<file path="src/rtl/srcirq_cfg.svh">
// Register offsets, field positions, reset values and timing counts of the interrupt block
`ifndef SRCIRQ_CFG_SVH
`define SRCIRQ_CFG_SVH

// ---------------------------------------------------------------
// Register map (16-bit words, high byte at the even address)
// ---------------------------------------------------------------
`define SRCIRQ_CTRL_ADDR      8'h10
`define SRCIRQ_SRC_EN_ADDR    8'h12
`define SRCIRQ_SRC_STA_ADDR   8'h14
`define SRCIRQ_PIN_EN_ADDR    8'h16
`define SRCIRQ_PIN_STA_ADDR   8'h18

// ---------------------------------------------------------------
// Field positions
// ---------------------------------------------------------------
`define SRCIRQ_CTRL_GATE_BIT  0
`define SRCIRQ_CTRL_TYPE_BIT  1
`define SRCIRQ_CTRL_POL_BIT   2
`define SRCIRQ_SRC_WAKE_BIT   0
`define SRCIRQ_SRC_KP_BIT     1
`define SRCIRQ_SRC_OVF_BIT    2
`define SRCIRQ_SRC_RSVD_BIT   3
`define SRCIRQ_SRC_PWM_LSB    4
`define SRCIRQ_SRC_GPIO_BIT   8

// ---------------------------------------------------------------
// Reset values
// ---------------------------------------------------------------
`define SRCIRQ_CTRL_RST       3'h0
`define SRCIRQ_SRC_RST        9'h000
`define SRCIRQ_PIN_RST        16'h0000
`define SRCIRQ_OUT_RST        1'b1

// ---------------------------------------------------------------
// Timing
// ---------------------------------------------------------------
`define SRCIRQ_CLK_PERIOD_PS  5000
`define SRCIRQ_PULSE_NS       250
`define SRCIRQ_PULSE_CYC      ((`SRCIRQ_PULSE_NS * 1000) / `SRCIRQ_CLK_PERIOD_PS)

`endif

</file>
<file path="src/rtl/srcirq_pkg.sv">
// Types shared by the interrupt status block and its output shaper
package srcirq_pkg;

    // Byte register access from the serial front end
    typedef struct packed {
        logic       wr;
        logic       rd;
        logic [7:0] addr;
        logic [7:0] wdata;
    } srcirq_bus_s;

    // Internal source event pulses
    typedef struct packed {
        logic [3:0] pwm;
        logic       kp_ovf;
        logic       kp;
        logic       wake;
    } srcirq_evt_s;

    // Register state of the main block
    typedef struct packed {
        logic [2:0]  ctrl;
        logic [8:0]  src_en;
        logic [8:0]  src_sta;
        logic [15:0] pin_en;
        logic [15:0] pin_sta;
        logic [7:0]  rdata;
    } srcirq_state_s;

    // Output shaper states
    typedef enum logic [2:0] {
        SHP_IDLE  = 3'b001,
        SHP_PULSE = 3'b010,
        SHP_HOLD  = 3'b100
    } srcirq_shp_e;

    typedef struct packed {
        srcirq_shp_e st;
        logic [7:0]  cnt;
        logic        out;
    } srcirq_shp_s;

endpackage

</file>
<file path="src/rtl/srcirq_shaper.sv">
// Host interrupt pin shaper: level or fixed-width pulse, selectable polarity
`timescale 1ns/1ps
`include "srcirq_cfg.svh"

module srcirq_shaper
    import srcirq_pkg::*;
#(
    parameter int PULSE_CYC = `SRCIRQ_PULSE_CYC
)
(
    // Clock and reset
    input  wire logic sys_clk,
    input  wire logic rst,
    // Configuration and request
    input  wire logic pending,
    input  wire logic edge_mode,
    input  wire logic active_high,
    // Pin level
    output logic      irq_out
);

    srcirq_shp_s s_reg;
    srcirq_shp_s s_next;
    logic        active_next;

    // ---------------------------------------------------------------
    // Next state
    // ---------------------------------------------------------------
    // Edge mode rearms only after pending drops, so one cause gives one pulse
    always_comb
    begin
        s_next = s_reg;
        unique case (s_reg.st)
            SHP_IDLE:
            begin
                s_next.cnt = 8'h00;
                if (edge_mode && pending)
                begin
                    s_next.st = SHP_PULSE;
                end
            end
            SHP_PULSE:
            begin
                s_next.cnt = s_reg.cnt + 8'h01;
                if (s_reg.cnt == 8'(PULSE_CYC - 1))
                begin
                    s_next.st = SHP_HOLD;
                end
            end
            SHP_HOLD:
            begin
                if (!pending)
                begin
                    s_next.st = SHP_IDLE;
                end
            end
            default:
            begin
                s_next.st = SHP_IDLE;
            end
        endcase
        if (!edge_mode)
        begin
            s_next.st  = SHP_IDLE;
            s_next.cnt = 8'h00;
        end
        active_next = edge_mode ? (s_next.st == SHP_PULSE) : pending;
        s_next.out  = active_high ? active_next : ~active_next;
    end

    // State register
    always_ff @(posedge sys_clk)
    begin
        if (rst)
        begin
            s_reg.st  <= SHP_IDLE;
            s_reg.cnt <= 8'h00;
            s_reg.out <= `SRCIRQ_OUT_RST;
        end
        else
        begin
            s_reg <= s_next;
        end
    end

    assign irq_out = s_reg.out;
endmodule

</file>
<file path="src/rtl/srcirq_status.sv">
// Interrupt source and pin event status, enable masks and control register
`timescale 1ns/1ps
`include "srcirq_cfg.svh"

module srcirq_status
    import srcirq_pkg::*;
#(
    parameter int PULSE_CYC = `SRCIRQ_PULSE_CYC
)
(
    // Clock and reset
    input  wire logic        sys_clk,
    input  wire logic        rst,
    // Register access
    input  srcirq_bus_s      bus,
    output logic [7:0]       reg_rdata,
    // Event pulses
    input  srcirq_evt_s      src_evt,
    input  wire logic [15:0] pin_evt,
    // Host interrupt pin
    output logic             irq_out
);

    srcirq_state_s s_reg;
    srcirq_state_s s_next;
    logic [7:0]    word_addr;
    logic          hi_byte;
    logic [15:0]   wr_val;
    logic [15:0]   wr_msk;
    logic [15:0]   rd_word;
    logic [8:0]    src_set;
    logic [8:0]    src_clr;
    logic [15:0]   pin_clr;
    logic          pin_live;
    logic          pending;

    // ---------------------------------------------------------------
    // Byte addressing
    // ---------------------------------------------------------------
    // High byte sits at the even address
    always_comb
    begin
        word_addr = {bus.addr[7:1], 1'b0};
        hi_byte   = ~bus.addr[0];
        wr_val    = hi_byte ? {bus.wdata, 8'h00} : {8'h00, bus.wdata};
        wr_msk    = hi_byte ? 16'hff00 : 16'h00ff;
    end

    // ---------------------------------------------------------------
    // Register next state
    // ---------------------------------------------------------------
    // Set wins over a clear arriving in the same cycle
    always_comb
    begin
        s_next  = s_reg;
        src_set = 9'h000;
        src_set[`SRCIRQ_SRC_WAKE_BIT] = src_evt.wake;
        src_set[`SRCIRQ_SRC_KP_BIT]   = src_evt.kp;
        src_set[`SRCIRQ_SRC_OVF_BIT]  = src_evt.kp_ovf;
        src_set[`SRCIRQ_SRC_PWM_LSB +: 4] = src_evt.pwm;
        src_set[`SRCIRQ_SRC_GPIO_BIT] = |pin_evt;
        src_clr = 9'h000;
        pin_clr = 16'h0000;
        if (bus.wr)
        begin
            unique case (word_addr)
                `SRCIRQ_CTRL_ADDR:
                    s_next.ctrl = (s_reg.ctrl & ~wr_msk[2:0]) | (wr_val[2:0] & wr_msk[2:0]);
                `SRCIRQ_SRC_EN_ADDR:
                    s_next.src_en = (s_reg.src_en & ~wr_msk[8:0]) | (wr_val[8:0] & wr_msk[8:0]);
                `SRCIRQ_SRC_STA_ADDR:
                    src_clr = wr_val[8:0];
                `SRCIRQ_PIN_EN_ADDR:
                    s_next.pin_en = (s_reg.pin_en & ~wr_msk) | (wr_val & wr_msk);
                `SRCIRQ_PIN_STA_ADDR:
                    pin_clr = wr_val;
                default:
                    s_next.ctrl = s_reg.ctrl;
            endcase
        end
        // Reserved source bit 3 never holds a one
        s_next.src_en[`SRCIRQ_SRC_RSVD_BIT] = 1'b0;
        s_next.src_sta = (s_reg.src_sta & ~src_clr) | src_set;
        s_next.pin_sta = (s_reg.pin_sta & ~pin_clr) | pin_evt;
        // Read data, unmapped addresses read zero
        unique case (word_addr)
            `SRCIRQ_CTRL_ADDR:    rd_word = {13'h0000, s_reg.ctrl};
            `SRCIRQ_SRC_EN_ADDR:  rd_word = {7'h00, s_reg.src_en};
            `SRCIRQ_SRC_STA_ADDR: rd_word = {7'h00, s_reg.src_sta};
            `SRCIRQ_PIN_EN_ADDR:  rd_word = s_reg.pin_en;
            `SRCIRQ_PIN_STA_ADDR: rd_word = s_reg.pin_sta;
            default:              rd_word = 16'h0000;
        endcase
        if (bus.rd)
        begin
            s_next.rdata = hi_byte ? rd_word[15:8] : rd_word[7:0];
        end
    end

    // Register state
    always_ff @(posedge sys_clk)
    begin
        if (rst)
        begin
            s_reg.ctrl    <= `SRCIRQ_CTRL_RST;
            s_reg.src_en  <= `SRCIRQ_SRC_RST;
            s_reg.src_sta <= `SRCIRQ_SRC_RST;
            s_reg.pin_en  <= `SRCIRQ_PIN_RST;
            s_reg.pin_sta <= `SRCIRQ_PIN_RST;
            s_reg.rdata   <= 8'h00;
        end
        else
        begin
            s_reg <= s_next;
        end
    end

    // ---------------------------------------------------------------
    // Interrupt request
    // ---------------------------------------------------------------
    // Bit 8 counts only while an enabled pin is pending, so a pin mask
    // of zero keeps a pin event off the output even with bit 8 enabled
    always_comb
    begin
        pin_live = |(s_reg.pin_sta & s_reg.pin_en);
        pending  = s_reg.ctrl[`SRCIRQ_CTRL_GATE_BIT]
                 & (|(s_reg.src_sta[7:0] & s_reg.src_en[7:0])
                 | (s_reg.src_sta[8] & s_reg.src_en[8] & pin_live));
    end

    srcirq_shaper #(
        .PULSE_CYC  (PULSE_CYC)
    ) u_shaper (
        .sys_clk     (sys_clk),
        .rst         (rst),
        .pending     (pending),
        .edge_mode   (s_reg.ctrl[`SRCIRQ_CTRL_TYPE_BIT]),
        .active_high (s_reg.ctrl[`SRCIRQ_CTRL_POL_BIT]),
        .irq_out     (irq_out)
    );

    assign reg_rdata = s_reg.rdata;
endmodule

</file>
<file path="config.mk">
export PLATFORM = sky130hd
export DESIGN_NAME = srcirq_status
export DESIGN_NICKNAME = d
export VERILOG_FILES = /design/src/rtl/srcirq_pkg.sv /design/src/rtl/srcirq_shaper.sv /design/src/rtl/srcirq_status.sv
export VERILOG_INCLUDE_DIRS = /design/src /design/src/rtl
export SDC_FILE = /design/constraint.sdc
export NUM_CORES = 1
export LEC_CHECK = 0
export ABC_AREA = 1
export ABC_CLOCK_PERIOD_IN_PS = 3150
export BUFFER_PORTS_ARGS = -buffer_cell sky130_fd_sc_hd__buf_4
export CORE_AREA = 2 2 103 105
export CTS_BUF_LIST = sky130_fd_sc_hd__clkbuf_4 sky130_fd_sc_hd__clkbuf_8
export DETAILED_ROUTE_END_ITERATION = 8
export DIE_AREA = 0 0 105 107
export PLACE_DENSITY = 0.52
export SLEW_MARGIN = 10
export SYNTH_ARGS = -nofsm -noshare
export SYNTH_HDL_FRONTEND = slang
export SYNTH_SLANG_ARGS = --single-unit
</file>
<file path="constraint.sdc">
create_clock -name sys_clk -period 3.15 [get_ports sys_clk]
set_input_delay 0.315 -clock sys_clk [delete_from_list [all_inputs] [get_ports sys_clk]]
set_output_delay 0.315 -clock sys_clk [all_outputs]
set_load 0.05 [all_outputs]
</file>
; ---- Word level (Yosys, flattened, before mapping)
; Cells that the tools add are included.
[classes]
n_shift = 0
mux = 16
reduce_logical = 9
n_addsub = 1
n_bitwise = 26
n_lt_le_gt_ge = 0
n_eq_ne = 10
multipliers = 0
n_div = 0
[op_table]
columns = op, n
row1 = one-hot mux 16 bit (5 select lines), 1
row2 = AND 16 bit, 4
row3 = two-way mux 16 bit, 4
row4 = equality test 7 x 4 -> 1 bit (second input constant), 5
row5 = inverter 16 bit, 2
row6 = OR 16 bit, 2
row7 = OR reduction 16 bit, 2
row8 = AND 9 bit, 3
row9 = two-way mux 9 bit, 2
row10 = inverter 9 bit, 2
row11 = OR 9 bit, 2
row12 = one-hot mux 8 bit (2 select lines), 1
row13 = two-way mux 11 bit, 1
row14 = two-way mux 3 bit, 3
row15 = one-hot mux 3 bit (3 select lines), 1
row16 = adder 8 x 1 -> 8 bit (second input constant), 1
row17 = AND 8 bit, 1
row18 = equality test 8 x 6 -> 1 bit (second input constant), 1
row19 = two-way mux 8 bit, 1
row20 = OR reduction 8 bit, 1
row21 = AND 3 bit, 2
row22 = equality test 3 x 2 -> 1 bit (second input constant), 2
row23 = AND reduction 2 bit, 3
row24 = AND 1 bit, 3
row25 = other kinds (10), 12
[word_totals]
mem_bits_rw = 0
mem_count = 0
mem_bits_ro = 0
regBits = 73
inputBits = 43
output_inout_bits = 9
latchBits = 0

; ---- Logic depth before layout (Yosys ltp)
[depth]
depth_word = 13
ltp_mapped = 12
mapped_depth_nobuf = 11

; ---- Modules after synthesis
; A second synthesis with hierarchy kept.
[unflattened]
cells_unflattened = 554
hier_area_um2 = 3818.7
[modules_own_cells]
columns = module, instances, seq_area_each_um2, cells_per_inst, area_per_inst_um2
row1 = srcirq_status, 1, 1201.2, 462, 3155.5
row2 = srcirq_shaper, 1, 240.2, 92, 663.1

; ---- Least setup slack after synthesis
; Ideal clock, no wire load.
[synth_timing]
path_type = input to register
from = input bus[11] in the netlist's numbering
to = register (tool-made name)
setup_slack_ns = 1.764
t_arrival_ns = 1.266
cell_stages = 9
setup_ns = 0.119
cell_sequence = inv_2 -> nand2_1 -> nor3_1 -> nand2_2 -> inv_2 -> nand2_1 -> buf_2 -> o21ai_0 -> a21oi_1
[synth_lines]
columns = item, line
row1 = start: declaration, srcirq_status.sv:15  ; input srcirq_bus_s bus,

; ---- Final worst setup path
[layout_timing]
from = input bus[10] in the netlist's numbering
to = register s_reg (netlist bit reg_rdata[7])
[layout_between]
elab_chain_cells = 3
[layout_rtl]
columns = item, line
row1 = equality test 7 x 4 -> 1 bit, srcirq_status.sv:86  ; unique case (word_addr)
row2 = one-hot mux 16 bit (5 select lines) *, srcirq_status.sv:86
row3 = two-way mux 8 bit *, srcirq_status.sv:96  ; s_next.rdata = hi_byte ? rd_word[15:8] : rd_word[7:0];
row4 = end signal: assignment, srcirq_status.sv:114  ; s_reg <= s_next;
row5 = end: declaration, srcirq_status.sv:24  ; srcirq_state_s s_reg;
; Mark *: on every way between the ends. The rest lies on a longest branch, timed or not.
; A chain may end at the register's enable or synchronous reset.

==> impl_results.md <==
* Period minus WS final at 1.68 ns
* Synthesis-stage register bit count at 72
* Width of the die at 105 um
* CP dominant cell by count: nand2_1
* # port buffers at 51
* Clk buf depth at 2
* Tot GR Track Use at 0.194
* Worst hold path class: in2reg
* Layout cells sized above 1 at 0.150
* Util after Layout at 0.410
* Final wirelength at 10,300 um
* Maximum fanout along the worst path at 21
* RePlAce Congestion at 0.881
* Io pins at 52
* Initial antenna violation count at 0
* Total chip power at 1.95 mW
* Crit path kind: in2reg
* Final setup vio count at 0
* Design area at 4140 um^2
* Crit-path leading delay family: simple AND/OR/NAND/NOR gates
* Die Y at 107 um
* CTS tree: yes
* Worst path cell trace: buf_4 -> inv_1 -> nand2_1 -> nor3_2 -> nand2_1 -> inv_2 -> nand2_1 -> nand2_1 -> nor3_1 -> nand3b_1 -> a21oi_1
* Maximum vdd drop at 0.225 mV
* Final WS setup at 1.47 ns
* Postcts setup bufs at 0
* Crit. Startpoint: bus[10]
* Synth Instances at 500
* PostCTS Resize Cnt at 0
* RR Startpoint: u_shaper.s_reg[11]
* Final Max Tran Viols at 0
* Slew @ Worst Pin at 0.742 ns
* Worst hold margin at 0.164 ns
* Yosys cell types at 39
* Clock Latency Late Sink at 0.36 ns
* Hold Buf Count CTS at 0
* Vias in the first global route at 3,237
* WP data required at 3.45 ns
* Die Area at 11,200 um^2
* Pre-CTS WS at 1.15 ns
* Routed Antenna Nets at 0
* DP Area at 3910 um^2
* Via count at 3,451
* Detail-routed via count per cell at 5.07
* Pre-antenna DRT Iters at 5
* Diodes inserted at 0
* Largest net degree at the start of global routing at 42
* Num CTS Buffers at 9
* Core footprint at 10,100 um^2
* Initial Util at 0.346
* Clk sinks at 72
* Crit path DAT at 1.98 ns
* DR WL/cell at 15.2 um
* Synth warnings at 0
* Max incr delay on CP at 0.41 ns
* RSZ-0062 raised after global routing: false
* Area growth, synth to finish at 18.6%
* Min-delay src: pin_evt[14]
* Cell area after synthesis at 3490 um^2
* CP max-delay cell: inv_2
* Fin nets at 585
* Crit start category: input pin
* Worst setup EP type: register
* CTS Root Cell: clkbuf_8
* Hpwl dp at 7610 um
* Final Cycle Share at 0.534
* Inst Count DP at 665
* H-tree depth at 3
* Slew headroom at 0.505
* Fmax at 595 MHz
* Cell Count, Final, Fillers Out at 681
* Status: completed
* Syn_area_per_cell at 6.98 um^2
* Seq/Total Area, Yosys at 0.413
* Reg clk slew, reported paths at 0.08 ns
* Site row count at 37
* Clk_skew at 0.00831 ns
* Iter 0 DRT Violations at 274
* Pleak at 1.70 nW
* Synth async-reset ratio at 0
* Final global-route overflow total at 0
* DRC at 0
* Post-synth EDFFs at 0
* Power per Cell Area at 471 nW/um^2
* Max-cap violations at 0
* Fin. Hold Viols at 0
* Syn_nets at 545
* First-pass GRT wire length at 16,900 um
* Top_reg_cell synth: dfxtp_1
* Bufs and invs on worst path at 3
* Sum of negative setup slack at 0 ns
-- cell families (layout without fill, tap and decap cells) --
kind of cell | Yosys count | after routing | share of synthesized area
flops | 72 | 72 | 0.413
fa+ha+maj | 2 | 2 | 0.00716
buf+inv | 99 | 144 | 0.121
compound gates | 151 | 151 | 0.239
simple gates | 175 | 175 | 0.216
mux | 1 | 1 | 0.00287
-- metal layers --
metal | wire [um] | track usage | up-vias
li1 | - | - | 1730
met4 | 221 | 0.0905 | 0
met5 | 0 | 0 | -
met1 | 4790 | 0.251 | 1595
met3 | 507 | 0.0334 | 19
met2 | 4830 | 0.315 | 107
-- worst register-to-register path: cells and delay by family (launching register included) --
kind / cells / cell delay (ns)
buffers and inverters: 1 / 0.20
flip-flops: 1 / 0.34
AO/OA/AOI/OAI: 2 / 0.23
AND/OR/NAND/NOR: 2 / 0.69
-- cell usage in the layout (no fill, tap or decap), types with 2 or more instances in the layout --
cell type  netlist  layout
o21ai_0         53      53
o22ai_1          4       4
nor4_1           5       5
o21ai_1          5       5
ha_1             2       2
buf_4            9      51
nand2_2          3       3
dfxtp_1         72      72
nand3_1         25      25
a211oi_1         3       3
nand4_1          4       4
nand2_1        105     105
clkinv_2         0       2
clkbuf_8         0      11
inv_1           70      70
bufinv_16        0       2
inv_2            5       5
nor3_1           6       6
o2111ai_1        4       4
clkinv_1         2       2
nor2_1          23      23
a21oi_1         70      70
-- where the power goes --
group | leakage, nW | total [mW] | internal (mW) | switching [mW]
Clock | 0.119 | 0.853 | 0.488 | 0.365
Sequential | 0.588 | 0.952 | 0.932 | 0.0198
Combinational | 0.991 | 0.144 | 0.0590 | 0.0853
-- cell type report --
class / count / area (um^2)
fillers: 1123 / 5950
flip-flops and latches: 72 / 1440
clock buffers: 11 / 151
multi-input cells: 329 / 1630
clock inverters: 5 / 78.8
repair buffers: 51 / 383
inverters: 77 / 289
well taps: 136 / 170
-- worst paths after layout --
check,to,slack (ns),depth (start not counted)
min,s_reg[22],0.16,3
max,reg_rdata[7],1.47,11
max reg2reg,u_shaper.s_reg[7],1.62,5
min reg2reg,reg_rdata[3],0.47,2
-- synth_stat cells (2+ instances only) --
master,count,share of area
nand2_1,105,0.11
dfxtp_1,72,0.41
a21oi_1,70,0.10
inv_1,70,0.075
o21ai_0,53,0.076
nand3_1,25,0.036
nor2_1,23,0.025
buf_4,9,0.019
clkbuf_1,8,0.0086
nor3_1,6,0.0086
inv_2,5,0.0054
nor4_1,5,0.0090
o21ai_1,5,0.0072
nand4_1,4,0.0072
o2111ai_1,4,0.010
o22ai_1,4,0.0072
a211oi_1,3,0.0064
buf_2,3,0.0043
nand2_2,3,0.0054
buf_6,2,0.0064
clkinv_1,2,0.0022
ha_1,2,0.0072
No activity file was read; power rests on OpenSTA's default activity.
